**src/logic/cie_pkg.sv**
```systemverilog
// What this block does
// - One interrupt request, honoured only while enabled.
// - Enable flag also gates the decrementer exception.
// - Drain executing instructions before the context switch.
// - Saved PC gets the next instruction address.
// - Saved state: state low half, type info high.
// - Entry clears nine listed machine state flags.
// - Interrupt vector 0x500 when base select is clear.
// - Ports 80/81/82 set or clear enable and recoverable.
// - Return reloads state bits 16 to 31.
// - Return reloads PC from the saved PC.
// - Controller takes eight active-low pins, eight levels.
// - System sources request on software-assigned levels.
// - Peripheral levels 7 to 31 merge onto level 7.
// - Sixteen inputs captured in a readable pending register.
// - Per-bit mask gates requests; masks clear at reset.
// - Lowest code wins; codes four apart, pins first.
// - Code defaults to 0x3C when nothing unmasked pends.
package cie_pkg;

    // Special register numbers of the three flag ports.
    localparam logic [9:0] SPR_ENABLE_AND_RECOVER_SET  = 10'h050;
    localparam logic [9:0] SPR_DISABLE_AND_RECOVER_SET = 10'h051;
    localparam logic [9:0] SPR_DISABLE_AND_UNRECOVER   = 10'h052;

    // Machine state bit positions, vector index = 31 - architected bit.
    localparam int MSR_EXT_INT_ENABLE     = 15;
    localparam int MSR_USER_STATE         = 14;
    localparam int MSR_FLOAT_UNIT_ENABLE  = 13;
    localparam int MSR_FLOAT_EXC_MODE_A   = 11;
    localparam int MSR_SINGLE_STEP_TRACE  = 10;
    localparam int MSR_BRANCH_TRACE       = 9;
    localparam int MSR_FLOAT_EXC_MODE_B   = 8;
    localparam int MSR_VECTOR_BASE_SELECT = 6;
    localparam int MSR_RECOVERABLE        = 1;
    localparam int MSR_BYTE_ORDER         = 0;

    // Architected bits 16..31 sit in the low half of the vector.
    localparam logic [31:0] MSR_LOW_HALF  = 32'h0000ffff;
    localparam logic [31:0] MSR_RESET_VAL = 32'h00000000;
    localparam logic [31:0] SAVED_RESET   = 32'h00000000;
    localparam logic [15:0] EXC_INFO_EXT  = 16'h0000;
    localparam logic [15:0] EXC_INFO_DEC  = 16'h0000;

    // Vector offsets and the high base used when base select is set.
    localparam logic [31:0] VEC_EXT_INT   = 32'h00000500;
    localparam logic [31:0] VEC_DECR      = 32'h00000900;
    localparam logic [31:0] VEC_HIGH_BASE = 32'hfff00000;

    // Controller geometry and codes.
    localparam int          NUM_PINS     = 8;
    localparam int          NUM_LEVELS   = 8;
    localparam int          NUM_INPUTS   = 16;
    localparam int          NUM_SYS_SRC  = 4;
    localparam int          NUM_PBUS_LVL = 32;
    localparam int          MERGE_LEVEL  = 7;
    localparam logic [7:0]  CODE_DEFAULT = 8'h3c;
    localparam int          CODE_SHIFT   = 2;

    localparam logic [15:0] MASK_RESET   = 16'h0000;
    localparam logic [15:0] PEND_RESET   = 16'h0000;

    // Entry sequencer states.
    typedef enum logic [2:0]
    {
        CIE_IDLE  = 3'b001,
        CIE_DRAIN = 3'b010,
        CIE_ENTER = 3'b100
    } cie_state_t;

endpackage

```
**src/logic/cie_enc_if.sv**
```systemverilog
`timescale 1ns/1ps
// Carries the gated requests to the encoder and its result back.
interface cie_enc_if;
    logic [15:0] active;
    logic [7:0]  code;
    logic        any;

    modport ctrl (output active, input code, input any);
    modport enc  (input active, output code, output any);
endinterface

```
**src/logic/cie_core_int.sv**
```systemverilog
`timescale 1ns/1ps
// Core interrupt entry and return with the system interrupt controller.
module cie_core_int (
    input  wire logic        clk,
    input  wire logic        nrst,
    input  wire logic [7:0]  irq_pin_n,
    input  wire logic [3:0]  sys_src_req,
    input  wire logic [31:0] sys_src_level,
    input  wire logic [31:0] pbus_level_req,
    input  wire logic        mask_wr,
    input  wire logic [15:0] mask_wdata,
    input  wire logic        spr_wr,
    input  wire logic [9:0]  spr_addr,
    input  wire logic [31:0] spr_wdata,
    input  wire logic        msr_wr,
    input  wire logic [31:0] msr_wdata,
    input  wire logic        dec_req,
    input  wire logic        instr_busy,
    input  wire logic [31:0] next_pc,
    input  wire logic        rfi_exec,
    output logic      [15:0] pending_q,
    output logic      [15:0] mask_q,
    output logic      [7:0]  int_code_q,
    output logic             core_req_q,
    output logic      [31:0] machine_state_reg_q,
    output logic      [31:0] saved_pc_q,
    output logic      [31:0] saved_state_q,
    output logic             issue_hold_q,
    output logic             redirect_q,
    output logic      [31:0] redirect_pc_q
);

    // Pins come from outside the clock domain, so they are synchronised.
    logic [7:0] pin_sync;

    cie_sync2 #(
        .W (cie_pkg::NUM_PINS)
    ) u_pin_sync (
        .clk      (clk),
        .nrst     (nrst),
        .async_in (irq_pin_n),
        .sync_out (pin_sync)
    );

    // A system source field uses one-hot format with level 0 at the top.
    function automatic logic field_hits(input logic [7:0] f, input int lvl);
        return f[7 - lvl];
    endfunction

    // Level lines gathered from system sources and the peripheral bus.
    logic [7:0] sys_lvl;
    logic [7:0] pbus_lvl;
    logic [7:0] level_line;
    logic       pbus_merged;

    // Any peripheral request at level seven or above lands on level 7.
    assign pbus_merged = |pbus_level_req[cie_pkg::NUM_PBUS_LVL-1:
                                         cie_pkg::MERGE_LEVEL];

    genvar gl;
    generate
        for (gl = 0; gl < cie_pkg::NUM_LEVELS; gl++)
        begin : g_lvl
            logic [3:0] hit;
            genvar gs;
            for (gs = 0; gs < cie_pkg::NUM_SYS_SRC; gs++)
            begin : g_src
                assign hit[gs] = sys_src_req[gs] &
                    field_hits(sys_src_level[gs*8 +: 8], gl);
            end
            assign sys_lvl[gl] = |hit;
            if (gl == cie_pkg::MERGE_LEVEL)
            begin : g_merge
                assign pbus_lvl[gl] = pbus_merged;
            end
            else
            begin : g_direct
                assign pbus_lvl[gl] = pbus_level_req[gl];
            end
        end
    endgenerate

    assign level_line = sys_lvl | pbus_lvl;

    // Pins take even slots and levels odd slots, so codes interleave.
    logic [15:0] pend_d;

    generate
        for (gl = 0; gl < cie_pkg::NUM_PINS; gl++)
        begin : g_pend
            assign pend_d[2*gl]     = ~pin_sync[gl];
            assign pend_d[2*gl + 1] = level_line[gl];
        end
    endgenerate

    // Pending follows the live inputs; software reads it at any time.
    always_ff @(posedge clk or negedge nrst)
    begin
        if (!nrst)
        begin
            pending_q <= cie_pkg::PEND_RESET;
        end
        else
        begin
            pending_q <= pend_d;
        end
    end

    // Masks start closed so nothing reaches the core until enabled.
    always_ff @(posedge clk or negedge nrst)
    begin
        if (!nrst)
        begin
            mask_q <= cie_pkg::MASK_RESET;
        end
        else if (mask_wr)
        begin
            mask_q <= mask_wdata;
        end
    end

    // Gated requests feed the priority encoder.
    cie_enc_if enc_bus ();

    assign enc_bus.active = pending_q & mask_q;

    cie_prio_enc u_enc (
        .bus (enc_bus)
    );

    // Code and core request are registered together so they agree.
    always_ff @(posedge clk or negedge nrst)
    begin
        if (!nrst)
        begin
            int_code_q <= cie_pkg::CODE_DEFAULT;
            core_req_q <= 1'b0;
        end
        else
        begin
            int_code_q <= enc_bus.code;
            core_req_q <= enc_bus.any;
        end
    end

    // Flag views of the machine state.
    logic ee;
    logic vbase;

    assign ee    = machine_state_reg_q[cie_pkg::MSR_EXT_INT_ENABLE];
    assign vbase = machine_state_reg_q[cie_pkg::MSR_VECTOR_BASE_SELECT];

    // Both exceptions are only seen while the enable flag is set.
    logic ext_take;
    logic dec_take;
    logic any_take;

    assign ext_take = core_req_q & ee;
    assign dec_take = dec_req & ee;
    assign any_take = ext_take | dec_take;

    // Entry sequencer: hold issue, wait for the pipe to drain, switch.
    cie_pkg::cie_state_t state_q;
    cie_pkg::cie_state_t state_d;
    logic                drained;

    // A request that drops while draining simply releases the hold.
    assign drained = ~instr_busy;

    always_comb
    begin
        state_d = state_q;
        case (state_q)
            cie_pkg::CIE_IDLE:
            begin
                if (any_take)
                begin
                    state_d = cie_pkg::CIE_DRAIN;
                end
            end
            cie_pkg::CIE_DRAIN:
            begin
                if (!any_take)
                begin
                    state_d = cie_pkg::CIE_IDLE;
                end
                else if (drained)
                begin
                    state_d = cie_pkg::CIE_ENTER;
                end
            end
            cie_pkg::CIE_ENTER:
            begin
                state_d = cie_pkg::CIE_IDLE;
            end
            default:
            begin
                state_d = cie_pkg::CIE_IDLE;
            end
        endcase
    end

    always_ff @(posedge clk or negedge nrst)
    begin
        if (!nrst)
        begin
            state_q <= cie_pkg::CIE_IDLE;
        end
        else
        begin
            state_q <= state_d;
        end
    end

    // Context is switched on the cycle the drain completes.
    logic switch_now;
    logic take_ext;

    assign switch_now = (state_q == cie_pkg::CIE_DRAIN) & any_take &
                        drained;
    // External interrupt wins over the decrementer when both arrive.
    assign take_ext   = ext_take;

    // Flags cleared on entry, collected into one mask.
    logic [31:0] entry_clear;

    assign entry_clear =
        (32'h1 << cie_pkg::MSR_RECOVERABLE) |
        (32'h1 << cie_pkg::MSR_USER_STATE) |
        (32'h1 << cie_pkg::MSR_BYTE_ORDER) |
        (32'h1 << cie_pkg::MSR_EXT_INT_ENABLE) |
        (32'h1 << cie_pkg::MSR_FLOAT_UNIT_ENABLE) |
        (32'h1 << cie_pkg::MSR_FLOAT_EXC_MODE_A) |
        (32'h1 << cie_pkg::MSR_FLOAT_EXC_MODE_B) |
        (32'h1 << cie_pkg::MSR_SINGLE_STEP_TRACE) |
        (32'h1 << cie_pkg::MSR_BRANCH_TRACE);

    // Vector target, offset placed on the high base when selected.
    logic [31:0] vec_off;
    logic [31:0] vec_pc;

    assign vec_off = take_ext ? cie_pkg::VEC_EXT_INT : cie_pkg::VEC_DECR;
    assign vec_pc  = vbase ? (cie_pkg::VEC_HIGH_BASE | vec_off)
                           : vec_off;

    // Saved state image: type info above, live state bits below.
    logic [31:0] saved_state_d;
    logic [15:0] exc_info;

    assign exc_info      = take_ext ? cie_pkg::EXC_INFO_EXT
                                    : cie_pkg::EXC_INFO_DEC;
    assign saved_state_d = {exc_info, 16'h0000} |
        (machine_state_reg_q & cie_pkg::MSR_LOW_HALF);

    // Flag port writes; the data word plays no part.
    logic spr_set_both;
    logic spr_dis_rec;
    logic spr_clr_both;

    assign spr_set_both = spr_wr &
        (spr_addr == cie_pkg::SPR_ENABLE_AND_RECOVER_SET);
    assign spr_dis_rec  = spr_wr &
        (spr_addr == cie_pkg::SPR_DISABLE_AND_RECOVER_SET);
    assign spr_clr_both = spr_wr &
        (spr_addr == cie_pkg::SPR_DISABLE_AND_UNRECOVER);

    // Next machine state; entry beats return, which beats software.
    logic [31:0] msr_d;

    always_comb
    begin
        msr_d = machine_state_reg_q;
        if (switch_now)
        begin
            msr_d = machine_state_reg_q & ~entry_clear;
        end
        else if (rfi_exec)
        begin
            msr_d = (machine_state_reg_q & ~cie_pkg::MSR_LOW_HALF) |
                    (saved_state_q & cie_pkg::MSR_LOW_HALF);
        end
        else if (msr_wr)
        begin
            msr_d = msr_wdata;
        end
        else if (spr_set_both)
        begin
            msr_d[cie_pkg::MSR_EXT_INT_ENABLE] = 1'b1;
            msr_d[cie_pkg::MSR_RECOVERABLE]    = 1'b1;
        end
        else if (spr_dis_rec)
        begin
            msr_d[cie_pkg::MSR_EXT_INT_ENABLE] = 1'b0;
            msr_d[cie_pkg::MSR_RECOVERABLE]    = 1'b1;
        end
        else if (spr_clr_both)
        begin
            msr_d[cie_pkg::MSR_EXT_INT_ENABLE] = 1'b0;
            msr_d[cie_pkg::MSR_RECOVERABLE]    = 1'b0;
        end
    end

    always_ff @(posedge clk or negedge nrst)
    begin
        if (!nrst)
        begin
            machine_state_reg_q <= cie_pkg::MSR_RESET_VAL;
        end
        else
        begin
            machine_state_reg_q <= msr_d;
        end
    end

    // Saved registers are overwritten on every entry.
    always_ff @(posedge clk or negedge nrst)
    begin
        if (!nrst)
        begin
            saved_pc_q    <= cie_pkg::SAVED_RESET;
            saved_state_q <= cie_pkg::SAVED_RESET;
        end
        else if (switch_now)
        begin
            saved_pc_q    <= next_pc;
            saved_state_q <= saved_state_d;
        end
    end

    // Fetch redirect is a one-cycle pulse with its target.
    always_ff @(posedge clk or negedge nrst)
    begin
        if (!nrst)
        begin
            redirect_q    <= 1'b0;
            redirect_pc_q <= cie_pkg::SAVED_RESET;
        end
        else if (switch_now)
        begin
            redirect_q    <= 1'b1;
            redirect_pc_q <= vec_pc;
        end
        else if (rfi_exec)
        begin
            redirect_q    <= 1'b1;
            redirect_pc_q <= saved_pc_q;
        end
        else
        begin
            redirect_q    <= 1'b0;
        end
    end

    // Issue stays held from the request until the redirect is out.
    always_ff @(posedge clk or negedge nrst)
    begin
        if (!nrst)
        begin
            issue_hold_q <= 1'b0;
        end
        else
        begin
            issue_hold_q <= (state_d == cie_pkg::CIE_DRAIN);
        end
    end

endmodule

```
**src/logic/cie_prio_enc.sv**
```systemverilog
`timescale 1ns/1ps
// Picks the lowest numbered active input and reports its code.
module cie_prio_enc (
    cie_enc_if.enc bus
);
    // Scans from the top so the lowest index is the last to win.
    function automatic logic [7:0] pick_code(input logic [15:0] act);
        logic [7:0] c;
        c = cie_pkg::CODE_DEFAULT;
        for (int i = cie_pkg::NUM_INPUTS - 1; i >= 0; i--)
        begin
            if (act[i])
            begin
                c = 8'(i << cie_pkg::CODE_SHIFT);
            end
        end
        return c;
    endfunction

    assign bus.code = pick_code(bus.active);
    assign bus.any  = |bus.active;
endmodule

```
**src/logic/cie_sync2.sv**
```systemverilog
`timescale 1ns/1ps
// Two-stage synchroniser for a bus of independent level inputs.
module cie_sync2 #(
    parameter int W = 8
) (
    input  wire logic         clk,
    input  wire logic         nrst,
    input  wire logic [W-1:0] async_in,
    output logic      [W-1:0] sync_out
);
    logic [W-1:0] meta_q;

    // Idle pins are high, so both stages reset to all ones.
    always_ff @(posedge clk or negedge nrst)
    begin
        if (!nrst)
        begin
            meta_q   <= '1;
            sync_out <= '1;
        end
        else
        begin
            meta_q   <= async_in;
            sync_out <= meta_q;
        end
    end
endmodule

```
**config.mk**
```make
export PLATFORM = sky130hd
export DESIGN_NAME = cie_core_int
export DESIGN_NICKNAME = d
export VERILOG_FILES = /design/src/logic/cie_pkg.sv /design/src/logic/cie_enc_if.sv /design/src/logic/cie_core_int.sv /design/src/logic/cie_prio_enc.sv /design/src/logic/cie_sync2.sv
export SDC_FILE = /design/constraint.sdc
export NUM_CORES = 1
export LEC_CHECK = 0
export CORE_AREA = 4 4 145 147
export DETAILED_ROUTE_END_ITERATION = 7
export DIE_AREA = 0 0 149 151
export DONT_BUFFER_PORTS = 1
export GPL_ROUTABILITY_DRIVEN = 0
export GPL_TIMING_DRIVEN = 0
export PLACE_DENSITY = 0.51
export SETUP_SLACK_MARGIN = 0.1
export SLEW_MARGIN = 40
export SYNTH_ARGS = -nofsm -noshare
export SYNTH_HDL_FRONTEND = slang
export SYNTH_HIERARCHICAL = 1
export SYNTH_SLANG_ARGS = --single-unit
```
**constraint.sdc**
```tcl
create_clock -name clk -period 2 [get_ports clk]
set_input_delay 0.4 -clock clk [delete_from_list [all_inputs] [get_ports clk]]
set_output_delay 0.4 -clock clk [all_outputs]
set_load 0.02 [all_outputs]
```
Word-level counts from Yosys, hierarchy flattened
Index checks and enable logic that the tools add are counted.

word-level totals
  flip-flop bits (word level) = 174
  bits of input ports = 206
  output and inout bits = 171
  word-level logic and storage cells = 126

cells by class
  equal/unequal tests = 6
  muxes and demuxes = 37
  bitwise gates (word level) = 53
  reduce and logical (&&, ||, !) cells = 15

operators by type and width
  kind                                                   number
  2-to-1 mux 32 bit                                      4
  2-to-1 mux 6 bit                                       8
  bitwise AND 1 bit                                      39
  2-to-1 mux 16 bit                                      2
  bitwise OR 32 x 16 -> 32 bit                           1
  OR reduction 4 bit                                     8
  equality test 10 x 7 -> 1 bit (second input constant)  3
  OR reduction 25 bit                                    1
  2-to-1 mux 5 bit                                       4
  bitwise AND 16 bit                                     1
  OR reduction 16 bit                                    1
  2-to-1 mux 13 bit                                      1
  2-to-1 mux 12 bit                                      1
  2-to-1 mux 3 bit                                       4
  2-to-1 mux 1 bit                                       10
  NOT 1 bit                                              10
  2-to-1 mux 4 bit                                       2
  bitwise OR 8 bit                                       1
  equality test 3 x 2 -> 1 bit (second input constant)   2
  case mux 3 bit (2 select lines)                        1
  nonzero test 6 bit                                     1
  nonzero test 2 bit                                     2
  equality test 3 x 1 -> 1 bit (second input constant)   1
  nonzero test 3 bit                                     1
  other kinds (2)                                        2

Logic depth before layout (Yosys ltp)
Gate-level depths: netlist of run 1.

  depth after elaboration = 16
  depth in mapped cells = 8
  mapped depth without buffers = 5

Modules after synthesis
The synthesis of run 1 kept the hierarchy.

by module, submodules not included
  module        times used  cells each  area each (sq um)  seq. area each (sq um)
  cie_core_int  1           587         6,535.0            3,960.0
  cie_sync2     1           16          420.4              420.4
  cie_prio_enc  1           32          202.7              0.0

Worst setup path after synthesis of run 1
No wires, ideal clock.

  path type = reg-to-reg
  start point = register core_req_q
  end point = register machine_state_reg_q[22]
  library setup time = 125 ps
  arrival time = 1,507 ps
  data required time = 1,875 ps
  setup slack = 368 ps
  stages on the path, launching flop included = 7
  path buffers = 2
  clock period less this slack = 1,632 ps
  cells stage by stage = dfrtp_1 > or2_0 > buf_2 > nand3_4 > nand3b_4 > buf_6 > mux2_4

between the ends
  longest elaborated chain between the ends = 6

ends and longest elaborated chain
  item                                  RTL line             source
  from (decl)                           cie_core_int.sv:24   output logic core_req_q,
  from (signal assigned)                cie_core_int.sv:142  core_req_q <= enc_bus.any;
  bitwise AND 1 bit                     cie_core_int.sv:158  assign ext_take = core_req_q & ee;
  bitwise OR 1 bit                      cie_core_int.sv:160  assign any_take = ext_take | dec_take;
  bitwise AND 1 bit (2 in a row)        cie_core_int.sv:219  assign switch_now = (state_q == cie_pkg::CIE_DRAIN) & any_take &
  NOT 1 bit (no source line)            -
  AND reduction 2 bit (no source line)  -
  to (signal assigned)                  cie_core_int.sv:307  machine_state_reg_q <= cie_pkg::MSR_RESET_VAL;
  to (signal assigned)                  cie_core_int.sv:311  machine_state_reg_q <= msr_d;
  to (decl)                             cie_core_int.sv:25   output logic [31:0] machine_state_reg_q,

No other way between the ends.
A chain may end at the register's enable or synchronous reset.

Worst setup path after layout of run 1
  start point = register pending_q[0]
  end point = register core_req_q

between the ends
  longest elaborated chain between the ends = 2

ends and longest elaborated chain
  item                         RTL line             source
  from (decl)                  cie_core_int.sv:21   output logic [15:0] pending_q,
  from (signal assigned)       cie_core_int.sv:101  pending_q <= cie_pkg::PEND_RESET;
  from (signal assigned)       cie_core_int.sv:105  pending_q <= pend_d;
  bitwise AND 16 bit           cie_core_int.sv:125  assign enc_bus.active = pending_q & mask_q;
  named net enc_bus.active[0]  cie_enc_if.sv:4      logic [15:0] active;
  OR reduction 16 bit          cie_prio_enc.sv:21   assign bus.any = |bus.active;
  named net enc_bus.any        cie_enc_if.sv:6      logic any;

The timed path passes the listed nets, and every way through them passes these cells.

==> results of run 1 <==
layout make-up:
cell class / instances / area [sq um] / area share
multi-input cells: 414 / 2479 / 0.3001
clock buffers: 17 / 425.4 / 0.05151
well taps: 270 / 337.8 / 0.04090
inverters: 12 / 45.04 / 0.005454
plain buffers: 53 / 336.6 / 0.04075
clock inverters: 15 / 168.9 / 0.02045
diodes: 2 / 5.005 / 0.0006060
repair buffers: 8 / 80.08 / 0.009696
flip-flops and latches: 174 / 4382 / 0.5305
cell families after synthesis:
kind of cell | after synthesis | share of synthesized area
compound gates | 61 | 0.05471
buf+inv | 65 | 0.05139
flops | 174 | 0.6120
mux | 79 | 0.1215
other cells | 2 | 0.001049
simple gates | 254 | 0.1594
power groups by stage:
stage | Clock, mW | Combinational [mW] | Sequential (mW)
2_1_floorplan | 0 | 0.413 | 4.13
3_3_place_gp | 0 | 0.477 | 4.20
3_5_place_dp | 0 | 0.493 | 4.21
4_1_cts | 3.36 | 0.508 | 4.14
5_1_grt | 3.53 | 0.560 | 4.16
6_report | 3.27 | 0.506 | 4.13
cell usage after synthesis, drive strengths merged (2+ instances only):
master  count
dfrtp     153
nand2     151
nor2       49
buf        48
mux2i      46
a21oi      37
mux2       33
dfstp      21
and2       16
inv        12
a222oi      8
nor4        7
clkbuf      5
nor2b       5
nand2b      4
nand3       4
o21ai       4
nor3        3
and3b       2
conb        2
nand3b      2
or3         2
stage by stage:
| step | setup WS, ns | util | instances | power (mW) | area, sq um |
|---|---|---|---|---|---|
| 6_report | 0.2261 | 0.4148 | 965 | 7.904 | 8259 |
| 5_1_grt | 0.1095 | 0.4148 | 965 | 8.251 | 8259 |
| 4_1_cts | 0.1068 | 0.4138 | 963 | 8.007 | 8239 |
| 3_5_place_dp | 0.06022 | 0.3799 | 923 | 4.698 | 7564 |
| 3_3_place_gp | 0.06801 | 0.3799 | 923 | 4.680 | 7564 |
| 2_1_floorplan | 0.3684 | - | 653 | 4.543 | 7226 |
path summary, 6_finish.rpt:
check / start / to / cells after the start
hold reg to reg: u_pin_sync/meta_q[0] / u_pin_sync/sync_out[0] / 0
setup / recovery: pending_q[0] / core_req_q / 4
setup reg to reg: pending_q[0] / core_req_q / 4
max in group asynchronous: nrst / u_pin_sync/meta_q[5] / 0
min in group clk: pbus_level_req[3] / pending_q[7] / 2
hold / removal: nrst / saved_state_q[3] / 0
cells in the final DEF (no fill, tap or decap), types with 3 or more instances in the layout:
cell / synthesis / final
inv_8: 0 / 4
nor4_1: 7 / 7
o21ai_0: 3 / 3
nand2b_1: 4 / 4
nor2b_1: 4 / 4
nand3_1: 3 / 3
clkinv_4: 0 / 3
nor2_1: 49 / 49
inv_1: 12 / 12
clkinv_8: 0 / 3
buf_4: 24 / 24
clkbuf_4: 0 / 5
clkbuf_1: 5 / 5
a21oi_1: 37 / 37
and2_1: 16 / 16
buf_2: 21 / 16
a222oi_1: 8 / 8
mux2i_1: 46 / 46
dfstp_2: 21 / 21
nor3_1: 3 / 3
dlygate4sd3_1: 0 / 8
mux2_4: 10 / 10
mux2_2: 23 / 23
conb_1: 2 / 20
clkbuf_16: 0 / 17
nand2_1: 151 / 151
dfrtp_1: 153 / 152
critical path, stage by stage, from the launching register on:
cell and delay [ns]:
dfrtp_1 0.47, and2_1 0.25, or4_4 0.57, nor2b_4 0.17, nand4b_1 0.16
sequential cells by signal, summed over array words and instances, names as in the netlist:
signal               count
machine_state_reg_q     32
redirect_pc_q           32
saved_pc_q              32
mask_q                  16
pending_q               16
saved_state_q           16
int_code_q               8
u_pin_sync/meta_q        8
u_pin_sync/sync_out      8
state_q                  3
core_req_q               1
issue_hold_q             1
redirect_q               1
routing by layer:
| layer | vias to the layer above | GRT usage | wire length, um |
|---|---|---|---|
| li1 | 2172 | - | - |
| met5 | - | 0 | 0 |
| met2 | 251 | 0.3159 | 10850 |
| met3 | 21 | 0.08109 | 2217 |
| met4 | 0 | 0.05309 | 421 |
| met1 | 2357 | 0.1810 | 6756 |
timing repair:
action | in CTS | in global routing
gates resized for setup | 1 | 6
setup endpoints to repair | 48 | 58
hold endpoints to repair | 182 | 174
cloned | 0 | 0
buffers inserted | 0 | 0
==> flow_summary.ini, run 1 <==
[outcome]
status = finished, violations left
violations = hold timing

[synth]
synth-edff-count = 0
synth_top_area_share = 0.5349
syn-mean-instance-area_sq_um = 11.27
synth_largest_area_cell = dfrtp_1
synthTopCellsByArea = dfrtp_1, nand2_1, dfstp_2
yosysUniqueCellTypes = 51
syn_area_sq_um = 7158
async_flop_share = 1.000
yosys_warnings = 6
synth_cells = 635
seq_area_frac_synth = 0.6120
synth_top_flop_cell = dfrtp_1
ys_ff_latch = 174

[critical_path]
cp-end-kind = flip-flop
cp_max_fo = 4
path_class = flip-flop to flip-flop
reg2reg_setup_slack_ns = 0.23
required_ns = 2.26
start_kind = flip-flop
cp.arrival_ns = 2.04

[global_route]
grt_use_total = 0.1748
grt_pass1_vias = 5002
antenna_found_initial = 2
grt_max_degree = 175
overflow = 0
grt_first_pass_wirelength_um = 29540

[detailed_routing]
drtIter0Drc = 209
via_per_inst = 4.975
drt_pass1_iterations = 7
drtAntennaViolNets = 0
wl_per_cell_um = 20.98
routed_wirelength_um = 20240
drc_errors = 0
vias = 4801

[sta]
slew_headroom = 0.6319
whs_ns = -0.3329
tightest_slew_ns = 0.5521
min_period_over_period = 0.8870
finalHoldViolations = 174
tns_ns = 0
fin_worst_skew_ns = 0.01119
setup_viol = 0
rsz0062_at_grt = no
drv_slew = 0
clock.fmax_mhz = 563.7
finalCriticalPeriod_ns = 1.774

[power_and_ir_drop]
combPwrFrac = 0.064
pwr-share-seq = 0.523
powerDensity_nw_per_um2 = 957.0
switching_power_mw = 2.220
power.leakage_nw = 4.087
power.share.switching = 0.2809
p_clk_frac = 0.413
p_int_mw = 5.684
irDropWorstVdd_mv = 0.5033

[floorplanning]
die_area_sq_um = 22500
die_w_um = 149
initial_utilization = 0.3595
rows = 52
core_region_area_sq_um = 19910
io_pins = 377
die_h_um = 151

[placed_design]
port_buffers = 0
dp_hpwl_um = 15690

[cts]
ctsHoldBuffers = 8
cts_tree = done
cts-root-buf = clkbuf_16
clk_path_buf_depth = 2
cts_htree_levels = 4
clock_latency_ns = 0.42
cts_num_sinks = 174
cts_inserted_buffers = 17
clkSlewWorstSetupHoldPaths_ns = 0.08

[final_layout]
layout-drive-gt1-share = 0.2049
num-fill-cells = 1930
nNetsFinal = 886
synthToLayoutAreaGrowth_pct = 15.38

[flow_run]
cap_violations = 0

[worst_hold_path]
min_path_type = input port to asynchronous set/reset pin
No activity file was read; power rests on OpenSTA's default activity.
==> run 2: changes to the inputs <==
ABC_AREA = 1   (was unset)
CORE_AREA = 4 4 143 145   (was 4 4 145 147)
DIE_AREA = 0 0 147 149   (was 0 0 149 151)
PLACE_DENSITY = 0.52   (was 0.51)
clock period = 2.1 ns   (was 2 ns; I/O delays follow)
==> flow_summary.ini, run 2 <==
[placed_design]
dpl.cell_count = 1053
dpl-instance-area_sq_um = 7555
port_buffers = 0
dp_hpwl_um = 14860

[outcome]
status = finished, violations left
violations = hold timing

[synth]
yosysMostFrequentCell = nand2_1
synth-edff-count = 0
synth_largest_area_cell = dfrtp_1
yosys_warnings = 6
synth_cells = 770
ys_ff_latch = 174
synth_top_flop_cell = dfrtp_1
syn_area_sq_um = 7156
synth_top_area_share = 0.5351
async_flop_share = 1.000
yosysUniqueCellTypes = 35
seq_area_frac_synth = 0.6122
synth_commonest_cells = nand2_1, dfrtp_1, inv_1
synthTopCellsByArea = dfrtp_1, nand2_1, dfstp_2
syn-mean-instance-area_sq_um = 9.293

[sta]
min_period_over_period = 0.8613
drv_slew = 0
whs_ns = -0.3091
tns_ns = 0
fin_worst_skew_ns = 0.01532
finalHoldViolations = 173
tightest_slew_ns = 0.6647
setup_viol = 0
rsz0062_at_grt = no
finalCriticalPeriod_ns = 1.809
slew_headroom = 0.5569
clock.fmax_mhz = 552.9

[cts]
cts_inserted_buffers = 17
clock_latency_ns = 0.42
cts_num_sinks = 174
cts-root-buf = clkbuf_16
cts_tree = done
clk_path_buf_depth = 2
cts_htree_levels = 4
ctsHoldBuffers = 8
clkSlewWorstSetupHoldPaths_ns = 0.07

[critical_path]
cp-end-kind = flip-flop
start_kind = flip-flop
crit_chain = nand2_1 > nand2_1 > o21ai_0 > nor2_4 > nand2_1 > buf_2 > nand2_1 > nand2_1 > nand2_1
cp.arrival_ns = 2.17
slowest_delay_ns = 0.50
slowest_stage = dfrtp_2
cp_max_fo = 10
path_class = flip-flop to flip-flop
path_buf_inv = 1
crit_path_frequent_cell = nand2_1
cpLargestDelayFamily = simple AND/OR/NAND/NOR gates
required_ns = 2.46

[final_layout]
final_cell_count_no_fill = 1095
synthToLayoutAreaGrowth_pct = 15.26
num-fill-cells = 1883
largestRegisters = machine_state_reg_q: 32 flops, redirect_pc_q: 32 flops, saved_pc_q: 32 flops
final_common_cell = nand2_1
multi_input_area_sq_um = 2316
final_cell_area_sq_um = 8248
n_antenna_cell = 0
nNetsFinal = 1023
seq_area_sq_um = 4383
layout-drive-gt1-share = 0.1518
mostFrequentLayoutCells = nand2_1, dfrtp_1, inv_1, o21ai_0, nor2_1

[power_and_ir_drop]
finalPower_mw = 11.01
irDropWorstVdd_mv = 0.5347
power.leakage_nw = 4.162
powerDensity_nw_per_um2 = 1335

[detailed_routing]
wl_per_cell_um = 18.20
via_per_inst = 4.692
vias = 5138
drtAntennaViolNets = 0
drc_errors = 0
drt_pass1_iterations = 4
routed_wirelength_um = 19930
drtIter0Drc = 331

[floorplanning]
die_area_sq_um = 21900
die_w_um = 147
rows = 51
core_region_area_sq_um = 19210
die_h_um = 149
initial_utilization = 0.3725
io_pins = 377

[global_route]
grt_first_pass_wirelength_um = 30330
antenna_found_initial = 0
grt_use_total = 0.1779
overflow = 0
grt_max_degree = 175
grt_pass1_vias = 5088

[worst_hold_path]
min_path_type = input port to asynchronous set/reset pin

[flow_run]
cap_violations = 0
[run 2: changes by cell type after synthesis, moves of 16 or more]
| cell | change |
|---|---|
| mux2i_1 | -39 |
| o21ai_0 | +46 |
| inv_1 | +43 |
| nor2_1 | -26 |
| and2_1 | -16 |
| nand2_1 | +176 |
| a21oi_1 | -33 |
| nand3_1 | +19 |
[run 2: stage by stage]
stage / worst slack [ns] / utilization
after detailed placement: 0.09626 / 0.3933
after CTS: 0.1749 / 0.4279
after global routing: 0.09142 / 0.4294
after floorplan: 0.6028 / -
after global placement: 0.1005 / 0.3933
final: 0.2912 / 0.4294
[run 2: final timing paths]
path | start | to | slack, ns | cells past startpoint
worst max-delay path | machine_state_reg_q[15] | redirect_pc_q[23] | 0.29 | 9
worst min-delay path | nrst | pending_q[0] | -0.31 | 0
worst max register to register | machine_state_reg_q[15] | redirect_pc_q[23] | 0.29 | 9
worst min register to register | u_pin_sync/meta_q[2] | u_pin_sync/sync_out[2] | 0.35 | 0
max in group asynchronous | nrst | state_q[0] | 1.98 | 0
min in group clk | next_pc[26] | saved_pc_q[26] | 0.11 | 2
[run 2: cell families (layout without fill, tap and decap cells)]
logic type / after synthesis / in the layout / synth area share
simple gates: 391 / 391 / 0.2200
flops: 174 / 174 / 0.6122
buf+inv: 109 / 151 / 0.07361
compound gates: 71 / 71 / 0.05823
mux: 23 / 23 / 0.03497
other cells: 2 / 20 / 0.001050
[run 2: worst register-to-register path: stages, from the launching register on]
cell and delay (ns):
dfrtp_2 0.50, nand2_1 0.12, nand2_1 0.16, o21ai_0 0.17
nor2_4 0.22, nand2_1 0.14, buf_2 0.23, nand2_1 0.09
nand2_1 0.06, nand2_1 0.06
[run 2: metal layers]
metal	up-vias	wire length, um	global-route usage	part of all wire
met2	210	9297	0.2743	0.47
met5	-	0	0	0
met1	2449	8574	0.2397	0.43
met4	0	142	0.03635	0.0071
li1	2465	-	-	-
met3	14	1918	0.07141	0.096
[run 2: layout make-up]
class / instances / area share
buffer: 51 / 0.03747
clock buffer: 21 / 0.05461
clock inverter: 11 / 0.01608
inverter: 58 / 0.02640
multi-input combinational: 505 / 0.2808
sequential: 174 / 0.5314
tap: 265 / 0.04020
timing repair buffer: 10 / 0.01305
[run 2: report_power, final]
part | switching, mW | internal, mW | total [mW]
logic | 0.915 | 0.622 | 1.54
clock network | 1.38 | 1.81 | 3.19
registers | 1.99 | 4.30 | 6.29
total | 4.29 | 6.73 | 11.0
[run 2: timing repair]
item                                    CTS  global route
gates cloned                              0             0
endpoints found under the setup margin    8             8
resized for setup                         1             1
pin swaps                                 0             1
setup buffers                             0             2
hold endpoints to repair                182           174
